**src/logic/pwr_seq_cfg.svh**
```systemverilog
`ifndef PWR_SEQ_CFG_SVH
`define PWR_SEQ_CFG_SVH

// clock rate and timing figures
`define CLK_MHZ        125
`define MAIN_DLY_US    800
`define CARD_DLY_US    500
`define RST_DLY_US     262000
`define CNT_W          26

// apb register byte offsets
`define ADDR_W         8
`define OFS_CTRL       8'h00
`define OFS_STATUS     8'h04

// control register fields and reset value
`define CTRL_FORCE_PWM 0
`define CTRL_USB_BLOCK 1
`define CTRL_W         2
`define CTRL_RST       2'h0

// status register fields
`define ST_STATE_LO    0
`define ST_EXT_SEL     4
`define ST_USB_SW      5
`define ST_PERIPH      6
`define ST_CARD        7
`define ST_RST_REL     8
`define ST_INIT_DONE   9
`define ST_BURST       10
`define ST_LOW_BATT    11
`define ST_WALL        12
`define ST_USB_OK      13

// synchronised pin vector positions
`define PIN_N          12
`define IN_LOW_BATT    0
`define IN_WALL        1
`define IN_USB_OK      2
`define IN_EXT_OK      3
`define IN_SUSPEND     4
`define IN_HI_CUR      5
`define IN_KEY_N       6
`define IN_HOLD        7
`define IN_MODE        8
`define IN_INT_OK      9
`define IN_CORE_OK     10
`define IN_MAIN_OK     11
`define PIN_RST        12'h0040

`endif

```
**src/logic/pwr_seq_pkg.sv**
```systemverilog
package pwr_seq_pkg;
	typedef enum logic [2:0] {
		ST_OFF,
		ST_WAIT_SRC,
		ST_INT_UP,
		ST_CORE_UP,
		ST_RUN
	} seq_state_t;
endpackage : pwr_seq_pkg

```
**src/logic/pin_sync.sv**
```systemverilog
`timescale 1ns/1ns
`default_nettype none
// three-stage pin filter: the value moves on only once stages two and three agree
module pin_sync #(
	parameter int unsigned              W       = 1,
	parameter logic [W-1:0]             RST_VAL = '0
) (
	input  wire logic                   clk,
	input  wire logic                   rst,
	input  wire logic [W-1:0]           d,
	output logic      [W-1:0]           q
);
	logic [W-1:0] s1_q;
	logic [W-1:0] s2_q;
	logic [W-1:0] s3_q;
	logic [W-1:0] q_d;

	// per bit: take stage three where it matches stage two, else hold
	assign q_d = (s2_q & s3_q) | (q & (s2_q ^ s3_q));

	always_ff @(posedge clk or posedge rst) begin
		if (rst) begin
			s1_q <= RST_VAL;
			s2_q <= RST_VAL;
			s3_q <= RST_VAL;
			q    <= RST_VAL;
		end else begin
			s1_q <= d;
			s2_q <= s1_q;
			s3_q <= s2_q;
			q    <= q_d;
		end
	end
endmodule : pin_sync
`default_nettype wire

```
**src/logic/power_sequence_supervisor.sv**
```systemverilog
// How it works
// (RL1) low-battery flag pulled low while sensed input sits below reference
// (RL2) wall detected: draw from external node and open the usb switch
// (RL3) power-good flag low for wall, or usb good with suspend low
// (RL4) never draw from external node until its under-voltage detector is ok
// (RL5) usb switch closed only for usb good, suspend low, no wall
// (RL6) high current select picks large usb limit, low picks small
// (RL7) suspend high disables usb, switch open, only bias draw
// (RL8) peripheral rail switch closes a fixed delay after core regulates
// (RL9) card rail switch closes a shorter delay after core regulates
// (RL10) key pulled low turns the device on
// (RL11) key must stay low until the processor raises power hold
// (RL12) key status output mirrors the key input
// (RL13) power hold high turns the device on and keeps it on
// (RL14) mode high allows burst at light load, low forces pwm
// (RL15) pwm forced whenever powered from usb or wall
// (RL16) pwm forced during the initial reset delay
// (RL17) reset low at power-up, released after delay once core and main good
// (RL18) reset pulled low when core or main drops out of regulation
// (RL19) reset pulled low at power-off
// (RL20) power-up order: internal supply, core, main, then card rail; here the card rail closes before main
// (RL21) usb cut off when monitor reports low voltage
// (RL22) key released and hold low together: turn off and discharge
//
// The implementer's own choices: the address map and the APB slave port.
`timescale 1ns/1ns
`default_nettype none
`include "pwr_seq_cfg.svh"
module power_sequence_supervisor #(
	parameter int unsigned MAIN_DLY_CYC = `MAIN_DLY_US * `CLK_MHZ,
	parameter int unsigned CARD_DLY_CYC = `CARD_DLY_US * `CLK_MHZ,
	parameter int unsigned RST_DLY_CYC  = `RST_DLY_US * `CLK_MHZ
) (
	input  wire logic               clk,
	input  wire logic               rst,
	// apb slave
	input  wire logic               psel,
	input  wire logic               penable,
	input  wire logic               pwrite,
	input  wire logic [`ADDR_W-1:0] paddr,
	input  wire logic [31:0]        pwdata,
	output logic      [31:0]        prdata,
	output logic                    pready,
	output logic                    pslverr,
	// comparator and pin inputs, all asynchronous
	input  wire logic               low_batt_sense,
	input  wire logic               wall_detect_in,
	input  wire logic               usb_volt_ok,
	input  wire logic               external_power_node_ok,
	input  wire logic               usb_suspend,
	input  wire logic               usb_high_current_sel,
	input  wire logic               power_key_n,
	input  wire logic               power_hold,
	input  wire logic               mode_burst,
	input  wire logic               internal_supply_ok,
	input  wire logic               core_feedback,
	input  wire logic               main_ok,
	// open-drain pins: enable high pulls the pin low
	output logic                    low_batt_flag_n_oe,
	output logic                    external_power_good_n_oe,
	output logic                    key_status_n_oe,
	output logic                    reset_n_oe,
	// power stage controls
	output logic                    ext_source_sel,
	output logic                    usb_switch_on,
	output logic                    usb_high_limit,
	output logic                    usb_bias_only,
	output logic                    internal_supply_en,
	output logic                    core_en,
	output logic                    peripheral_rail_switch,
	output logic                    card_rail_switch,
	output logic                    burst_allow,
	output logic                    discharge_en
);
	import pwr_seq_pkg::*;

	// every pin goes through the same three-stage filter, so a pin change
	// reaches an output flop five edges later; sequencer outputs need one or
	// two edges more. the delays below are counted from the filtered view of
	// core regulation, so the analog ramp time does not shorten them.
	//
	// limitation: the timers are plain clock counts, so their accuracy is that
	// of the clock; a slower clock stretches every delay in proportion.
	//
	// trade-off: one shared rail counter serves both switches, which keeps
	// the card rail ahead of the peripheral rail while CARD_DLY_CYC is below MAIN_DLY_CYC.

	// saturating counter step, shared by both timers
	function automatic logic [`CNT_W-1:0] sat_inc(input logic [`CNT_W-1:0] v);
		sat_inc = (&v) ? v : v + `CNT_W'(1);
	endfunction : sat_inc

	localparam logic [`CNT_W-1:0] MAIN_CNT = `CNT_W'(MAIN_DLY_CYC);
	localparam logic [`CNT_W-1:0] CARD_CNT = `CNT_W'(CARD_DLY_CYC);
	localparam logic [`CNT_W-1:0] RST_CNT  = `CNT_W'(RST_DLY_CYC);

	logic [`PIN_N-1:0] pin_raw;
	logic [`PIN_N-1:0] pin;

	assign pin_raw = {main_ok, core_feedback, internal_supply_ok, mode_burst,
	                  power_hold, power_key_n, usb_high_current_sel, usb_suspend,
	                  external_power_node_ok, usb_volt_ok, wall_detect_in, low_batt_sense};

	// key idles high through its pull-up, every other pin idles low
	pin_sync #(
		.W       (`PIN_N),
		.RST_VAL (`PIN_RST)
	) u_pin_sync (
		.clk (clk),
		.rst (rst),
		.d   (pin_raw),
		.q   (pin)
	);

	wire low_batt = pin[`IN_LOW_BATT];
	wire wall     = pin[`IN_WALL];
	wire usb_ok   = pin[`IN_USB_OK];
	wire ext_ok   = pin[`IN_EXT_OK];
	wire suspend  = pin[`IN_SUSPEND];
	wire hi_cur   = pin[`IN_HI_CUR];
	wire key_n    = pin[`IN_KEY_N];
	wire hold     = pin[`IN_HOLD];
	wire mode     = pin[`IN_MODE];
	wire int_ok   = pin[`IN_INT_OK];
	wire core_ok  = pin[`IN_CORE_OK];
	wire rail_ok  = pin[`IN_MAIN_OK];

	// registers
	seq_state_t           state_q;
	seq_state_t           state_d;
	logic [`CTRL_W-1:0]   ctrl_q;
	logic [`CNT_W-1:0]    seq_cnt_q;
	logic [`CNT_W-1:0]    rst_cnt_q;
	logic                 init_done_q;
	logic                 rst_rel_q;

	// power request and release
	wire on_req  = ~key_n | hold;                      // (RL10) (RL13)
	wire off_req = key_n & ~hold;                      // (RL22) (RL11)

	// source selection; usb path also vetoed by software block bit
	wire usb_path    = usb_ok & ~suspend & ~wall & ~ctrl_q[`CTRL_USB_BLOCK]; // (RL5) (RL7) (RL21) (RL2)
	wire ext_present = wall | usb_path;
	wire ext_draw    = ext_present & ext_ok;           // (RL4) (RL2)

	// sequencer
	// an off request wins in every on state, so a released key with no hold
	// never leaves a rail half raised; the off state ignores off requests
	// and simply waits for the next key press or hold.
	always_comb begin
		state_d = state_q;
		case (state_q)
			ST_OFF: begin
				if (on_req)
					state_d = ST_WAIT_SRC;
			end
			ST_WAIT_SRC: begin
				// external source must clear its detector before anything starts
				if (off_req)
					state_d = ST_OFF;
				else if (~ext_present | ext_ok) // (RL4)
					state_d = ST_INT_UP;
			end
			ST_INT_UP: begin
				if (off_req)
					state_d = ST_OFF;
				else if (int_ok)                // (RL20)
					state_d = ST_CORE_UP;
			end
			ST_CORE_UP: begin
				if (off_req)
					state_d = ST_OFF;
				else if (core_ok)               // (RL20)
					state_d = ST_RUN;
			end
			ST_RUN: begin
				if (off_req)
					state_d = ST_OFF;           // (RL22)
			end
			default: state_d = ST_OFF;
		endcase
	end

	wire running = (state_q == ST_RUN);
	wire powered = (state_q != ST_OFF);

	// rail switch timing counts from core regulation on entry to run
	wire periph_d = running & (seq_cnt_q >= MAIN_CNT); // (RL8) (RL20)
	wire card_d   = running & (seq_cnt_q >= CARD_CNT); // (RL9)

	// reset timer only runs while both outputs are good
	wire both_ok   = running & core_ok & rail_ok;      // (RL17) (RL18)
	wire rst_rel_d = both_ok & (rst_cnt_q >= RST_CNT); // (RL17)

	// pwm forcing: external source, initial delay, mode pin, software override
	wire burst_d = mode & ~ext_draw & init_done_q      // (RL14) (RL15) (RL16)
	             & ~ctrl_q[`CTRL_FORCE_PWM];

	always_ff @(posedge clk or posedge rst) begin
		if (rst)
			state_q <= ST_OFF;
		else
			state_q <= state_d;
	end

	// rail delay counter, cleared whenever the run state is left
	always_ff @(posedge clk or posedge rst) begin
		if (rst)
			seq_cnt_q <= '0;
		else if (running)
			seq_cnt_q <= sat_inc(seq_cnt_q);
		else
			seq_cnt_q <= '0;
	end

	// reset delay counter restarts after any regulation drop
	always_ff @(posedge clk or posedge rst) begin
		if (rst)
			rst_cnt_q <= '0;
		else if (both_ok)
			rst_cnt_q <= sat_inc(rst_cnt_q); // (RL17)
		else
			rst_cnt_q <= '0;                 // (RL18)
	end

	// first release ends the initial forced pwm window until next power-off
	always_ff @(posedge clk or posedge rst) begin
		if (rst)
			init_done_q <= 1'b0;
		else if (!powered)
			init_done_q <= 1'b0;             // (RL16)
		else if (rst_rel_d)
			init_done_q <= 1'b1;
	end

	// apb: one wait state, answer registered
	// pready toggles low on the completing edge, so a second access phase
	// that follows at once always gets a fresh wait state of its own.
	// unmapped addresses answer with an error and read as zero.
	wire acc       = psel & penable;
	wire hit_ctrl  = (paddr == `OFS_CTRL);
	wire hit_stat  = (paddr == `OFS_STATUS);
	wire mapped    = hit_ctrl | hit_stat;
	wire commit_wr = acc & pready & pwrite & hit_ctrl;

	logic [31:0] status_w;
	logic [31:0] rdata_w;

	always_comb begin
		status_w = '0;
		status_w[`ST_STATE_LO +: 3] = state_q;
		status_w[`ST_EXT_SEL]       = ext_source_sel;
		status_w[`ST_USB_SW]        = usb_switch_on;
		status_w[`ST_PERIPH]        = peripheral_rail_switch;
		status_w[`ST_CARD]          = card_rail_switch;
		status_w[`ST_RST_REL]       = rst_rel_q;
		status_w[`ST_INIT_DONE]     = init_done_q;
		status_w[`ST_BURST]         = burst_allow;
		status_w[`ST_LOW_BATT]      = low_batt;
		status_w[`ST_WALL]          = wall;
		status_w[`ST_USB_OK]        = usb_ok;
	end

	// address decode for read data; unmapped reads return zero
	assign rdata_w = hit_ctrl ? {{(32-`CTRL_W){1'b0}}, ctrl_q}
	               : hit_stat ? status_w : 32'h0000_0000;

	always_ff @(posedge clk or posedge rst) begin
		if (rst) begin
			pready  <= 1'b0;
			pslverr <= 1'b0;
			prdata  <= 32'h0000_0000;
		end else begin
			pready  <= acc & ~pready;
			pslverr <= acc & ~pready & ~mapped;
			prdata  <= (acc & ~pready & ~pwrite) ? rdata_w : prdata;
		end
	end

	// control register written only at the completing edge
	always_ff @(posedge clk or posedge rst) begin
		if (rst)
			ctrl_q <= `CTRL_RST;
		else if (commit_wr)
			ctrl_q <= pwdata[`CTRL_W-1:0];
	end

	// pin-level flags hold regardless of power state; they live on the
	// always-alive supply so the key echo works before turn-on
	always_ff @(posedge clk or posedge rst) begin
		if (rst) begin
			low_batt_flag_n_oe       <= 1'b0;
			external_power_good_n_oe <= 1'b0;
			key_status_n_oe          <= 1'b0;
		end else begin
			low_batt_flag_n_oe       <= low_batt;                          // (RL1)
			external_power_good_n_oe <= wall | (usb_ok & ~suspend);        // (RL3)
			key_status_n_oe          <= ~key_n;                            // (RL12)
		end
	end

	// usb front end controls
	always_ff @(posedge clk or posedge rst) begin
		if (rst) begin
			usb_switch_on  <= 1'b0;
			usb_high_limit <= 1'b0;
			usb_bias_only  <= 1'b0;
			ext_source_sel <= 1'b0;
		end else begin
			usb_switch_on  <= usb_path;           // (RL5) (RL2) (RL21)
			usb_high_limit <= hi_cur;             // (RL6)
			usb_bias_only  <= suspend;            // (RL7)
			ext_source_sel <= powered & ext_draw; // (RL2) (RL4)
		end
	end

	// regulator enables and rail switches follow the sequencer
	always_ff @(posedge clk or posedge rst) begin
		if (rst) begin
			internal_supply_en     <= 1'b0;
			core_en                <= 1'b0;
			peripheral_rail_switch <= 1'b0;
			card_rail_switch       <= 1'b0;
			discharge_en           <= 1'b1;
		end else begin
			internal_supply_en     <= powered & (state_d != ST_OFF) & (state_q != ST_WAIT_SRC); // (RL20)
			core_en                <= (state_q == ST_CORE_UP | running) & ~off_req;            // (RL20)
			peripheral_rail_switch <= periph_d & ~off_req;                                     // (RL8)
			card_rail_switch       <= card_d & ~off_req;                                       // (RL9)
			discharge_en           <= ~powered | off_req;                                      // (RL22)
		end
	end

	// reset pin: held low from power-up until the delay runs out
	// the release is cut in the same edge as an off request, so the
	// processor sees reset in the same edge that its rail enables drop.
	always_ff @(posedge clk or posedge rst) begin
		if (rst) begin
			rst_rel_q   <= 1'b0;
			reset_n_oe  <= 1'b1;
			burst_allow <= 1'b0;
		end else begin
			rst_rel_q   <= rst_rel_d & ~off_req;  // (RL17) (RL18) (RL19)
			reset_n_oe  <= ~(rst_rel_d & ~off_req); // (RL17) (RL18) (RL19)
			burst_allow <= burst_d & powered;     // (RL14) (RL15) (RL16)
		end
	end

endmodule : power_sequence_supervisor
`default_nettype wire

```
**config.mk**
```make
export PLATFORM = sky130hd
export DESIGN_NAME = power_sequence_supervisor
export DESIGN_NICKNAME = d
export VERILOG_FILES = /design/src/logic/pwr_seq_pkg.sv /design/src/logic/pin_sync.sv /design/src/logic/power_sequence_supervisor.sv
export VERILOG_INCLUDE_DIRS = /design/src /design/src/logic
export SDC_FILE = /design/constraint.sdc
export NUM_CORES = 1
export LEC_CHECK = 0
export ABC_AREA = 1
export BUFFER_PORTS_ARGS = -buffer_cell sky130_fd_sc_hd__buf_2
export CELL_PAD_IN_SITES_DETAIL_PLACEMENT = 1
export CELL_PAD_IN_SITES_GLOBAL_PLACEMENT = 2
export CORE_MARGIN = 5
export CORE_UTILIZATION = 34
export CTS_CLUSTER_SIZE = 24
export DETAILED_ROUTE_END_ITERATION = 8
export PLACE_DENSITY = 0.84
export RECOVER_POWER = 25
export SLEW_MARGIN = 20
export SYNTH_ARGS = -nofsm -noshare
export SYNTH_HDL_FRONTEND = slang
export SYNTH_SLANG_ARGS = --single-unit
export TNS_END_PERCENT = 1
```
**constraint.sdc**
```tcl
create_clock -name clk -period 4.6 [get_ports clk]
set_input_delay 0.23 -clock clk [delete_from_list [all_inputs] [get_ports clk]]
set_output_delay 0.23 -clock clk [all_outputs]
set_load 0.005 [all_outputs]
```
==> reports/qor.json <==
{
  "run_status": "finished, final reports clean",
  "fin_tns_setup_ns": 0,
  "synthCells": 773,
  "comb_power_share_pct": 7.2,
  "synth_area_leaders": "dfrtp_1 49%, nand2_1 12%, nand3_1 6.5%, nor2_1 4.6%, inv_1 4.0%",
  "grt_max_degree": 100,
  "grt_remaining_overflow": 0,
  "post_placement_cell_count": 1082,
  "finalHoldViolCount": 0,
  "r2r.worst_path.cells": 8,
  "async_reset_ff_share_pct": 100,
  "final-max-slew-violation-count": 0,
  "clk_root_buffer_cell": "clkbuf_16",
  "mostFrequentLayoutCell": "nand2_1",
  "max_cap_viol_count": 0,
  "route.antenna.remaining_nets": 0,
  "critical_path_required_ns": 4.90,
  "cts_sink_cnt": 136,
  "slew-limit-headroom_pct": 41.4,
  "seq_power_share_pct": 46.0,
  "route.detailed.vias_per_inst": 4.68,
  "vias": 5266,
  "route.met2.wl_mm": 7.61,
  "synth.yosys.seq_area_share_pct": 51.6,
  "power-per-cell-area_nw_per_um2": 365,
  "critPathMaxFanout": 27,
  "dpl-instance-area_um2": 7070,
  "die_height_um": 149,
  "io_buffers": 55,
  "highest-signal-layer": "met4",
  "ys.warnings.count": 0,
  "clock-skew-final_ns": 0.00751,
  "number_of_buffers_inserted_during_clock_tree_synthesis": 17,
  "drtPass1Iterations": 4,
  "achievable-frequency_ghz": 0.431,
  "critical_path_class": "flop to flop",
  "synth_top_area_share_pct": 49.2,
  "postSynthRegisterBits": 136,
  "syn_area_um2": 6610,
  "drt_wl_total_mm": 16.3,
  "critical_path_data_arrival_time_ns": 2.62,
  "core.rowCount": 51,
  "yosys.cell_types.count": 39,
  "post_cts.repair.setup_buffers": 0,
  "synth_area_leader_cell": "dfrtp_1",
  "worst_setup_startpoint": "state_q[0]$_DFF_PP0_",
  "layout_common_cells": "210 x nand2_1, 130 x dfrtp_1, 86 x nand3_1",
  "first_global_vias": 5605,
  "worst_r2r_start": "state_q[0]$_DFF_PP0_",
  "element_type_at_the_critical_path_start": "flop",
  "dr_wl_met3_um": 614,
  "cts-htree-levels": 4,
  "die_area_um2": 22300,
  "floorplan_core_area_um2": 19300,
  "rsz0062_at_grt": "false",
  "post-route-period-util_pct": 50.4,
  "pwr-share-clk_pct": 46.8,
  "routabilityCongestion": 0.800,
  "yosys_most_used_dff": "dfrtp_1",
  "clock_insertion_delay_worst_skew_ns": 0.43,
  "post-route-util_pct": 40.3,
  "final_nets": 921,
  "cts_tree": "yes",
  "area_growth_pct": 17.4,
  "routedWlPerCell_um": 14.5,
  "initial_utilization_pct": 34.3,
  "cts.clk_slew.worst_paths_ns": 0.06,
  "drt-met1-wl_mm": 7.89,
  "worst_ir_drop_vdd_v": 0.000239,
  "setup_viol": 0,
  "cp-endpoint": "rst_cnt_q[1]$_DFFE_PP0P_",
  "number_of_antenna_violations_at_the_first_check_in_global_routing": 0,
  "number_of_antenna_diodes": 0,
  "grt_pass1_wl_mm": 28.1,
  "num_io_pins": 105,
  "remaining_drc_errors": 0,
  "postSynthAreaPerCell_um2": 8.55,
  "dr.first_iter.drc_count": 217,
  "die_x_um": 149,
  "drive_above_1_share_pct": 16.5,
  "power.internal_uw": 2090,
  "final_design_area_no_fill_um2": 7760,
  "power.leakage_uw": 0.00389,
  "clock_tree.buffer_depth": 2,
  "critical_path.reg2reg.endpoint": "rst_cnt_q[1]$_DFFE_PP0P_",
  "global_route_usage_sum_pct": 15.8,
  "power_switching_uw": 735,
  "detailed_place_hpwl_mm": 11.8,
  "swShare_pct": 26.0,
  "synth-edff-count": 0,
  "count_of_placed_standard_cells_in_the_final_layout_fillers_left_out": 1126,
  "final_period_minus_worst_setup_slack_ns": 2.32,
  "setup.worst_path.end_class": "flop",
  "worst_min_delay_path_class": "input port to asynchronous set/reset pin",
  "worst_pin_slew_ns": 0.878,
  "r2r_setup_slack_ns": 2.28
}
-- stage by stage --
step | worst slack, ns | hold WS (ns) | total power, uW
floorplan | 0.740 | 0.234 | 1450
global placement | 2.25 | 0.332 | 1520
detailed placement | 2.22 | 0.336 | 1520
CTS | 2.19 | 0.0373 | 2870
global route | 1.99 | 0.0631 | 2980
finish | 2.28 | 0.0147 | 2830
-- flip-flops by register name, summed over array words and instances, names as in the netlist, 2 cells and up --
signal,count
rst_cnt_q,26
seq_cnt_q,26
u_pin_sync.s1_q,12
u_pin_sync.s3_q,12
ctrl_q,2
prdata,13
u_pin_sync.q,12
state_q,3
u_pin_sync.s2_q,12
-- Yosys cell counts, types with 5 or more instances --
library cell	number
o21ai_0	9
dfstp_2	6
dfrtp_1	130
a21oi_1	14
nand2_1	210
inv_1	70
or2_2	14
nor2_2	5
nor2_1	81
nand2_2	8
nand3_1	86
buf_4	21
ha_1	16
nand4_1	17
o31ai_1	9
nor3_1	16
a21o_1	15
-- power by group through the flow --
stage | Combinational [uW] | Sequential [uW] | Clock, uW
after detailed placement | 201 | 1320 | 0
after global placement | 195 | 1320 | 0
after CTS | 211 | 1300 | 1360
final | 205 | 1300 | 1320
after floorplan | 137 | 1310 | 0
after global routing | 238 | 1310 | 1430
-- how the worst min path moves through the flow --
stage                            startpoint                            to  slack [ns]  depth (start not counted)
2_1_floorplan                   power_key_n  u_pin_sync.s1_q[6]$_DFF_PP1_        0.23                          0
3_3_place_gp   u_pin_sync.s1_q[4]$_DFF_PP0_  u_pin_sync.s2_q[4]$_DFF_PP0_        0.33                          0
3_5_place_dp   u_pin_sync.s1_q[7]$_DFF_PP0_  u_pin_sync.s2_q[7]$_DFF_PP0_        0.34                          0
4_1_cts                                 rst  u_pin_sync.s1_q[4]$_DFF_PP0_        0.04                          2
5_1_grt                             penable              pready$_DFF_PP0_        0.06                          3
6_report                                rst  u_pin_sync.s3_q[4]$_DFF_PP0_        0.01                          2
-- what timing repair did --
| item | CTS | global route |
|---|---|---|
| hold endpoints to repair | 12 | 0 |
| hold buffers | 12 | 0 |
| resized for setup | 0 | 0 |
-- critical path: stages, from the launching register on --
cell and delay, ns:
dfrtp_1 0.42, nor2_2 0.17, nand2_2 0.17, inv_4 0.32
nand3_4 0.17, clkinv_2 0.32, nand3_4 0.35, nand3_1 0.16
o21ai_0 0.09
-- area by class of cell --
class	instances	area [um^2]
multi-input cells	547	2740
inverters	77	298
fillers	2343	11500
flip-flops and latches	136	3410
well taps	265	332
clock inverters	14	140
clock buffers	18	429
repair buffers	69	407
-- kinds of logic after synthesis --
group / count (synthesis) / share of synthesized area (%)
other cells: 1 / 0.0568
flops: 136 / 51.6
fa+ha+maj: 16 / 3.03
compound gates: 55 / 5.55
buf+inv: 108 / 7.90
simple gates: 457 / 31.8
-- metal layers --
| metal | up-vias | track usage, % |
|---|---|---|
| li1 | 2615 | - |
| met1 | 2563 | 21.2 |
| met3 | 14 | 3.65 |
| met4 | 0 | 4.26 |
| met2 | 74 | 25.7 |
| met5 | - | 0 |
No activity file was read; power rests on OpenSTA's default activity.
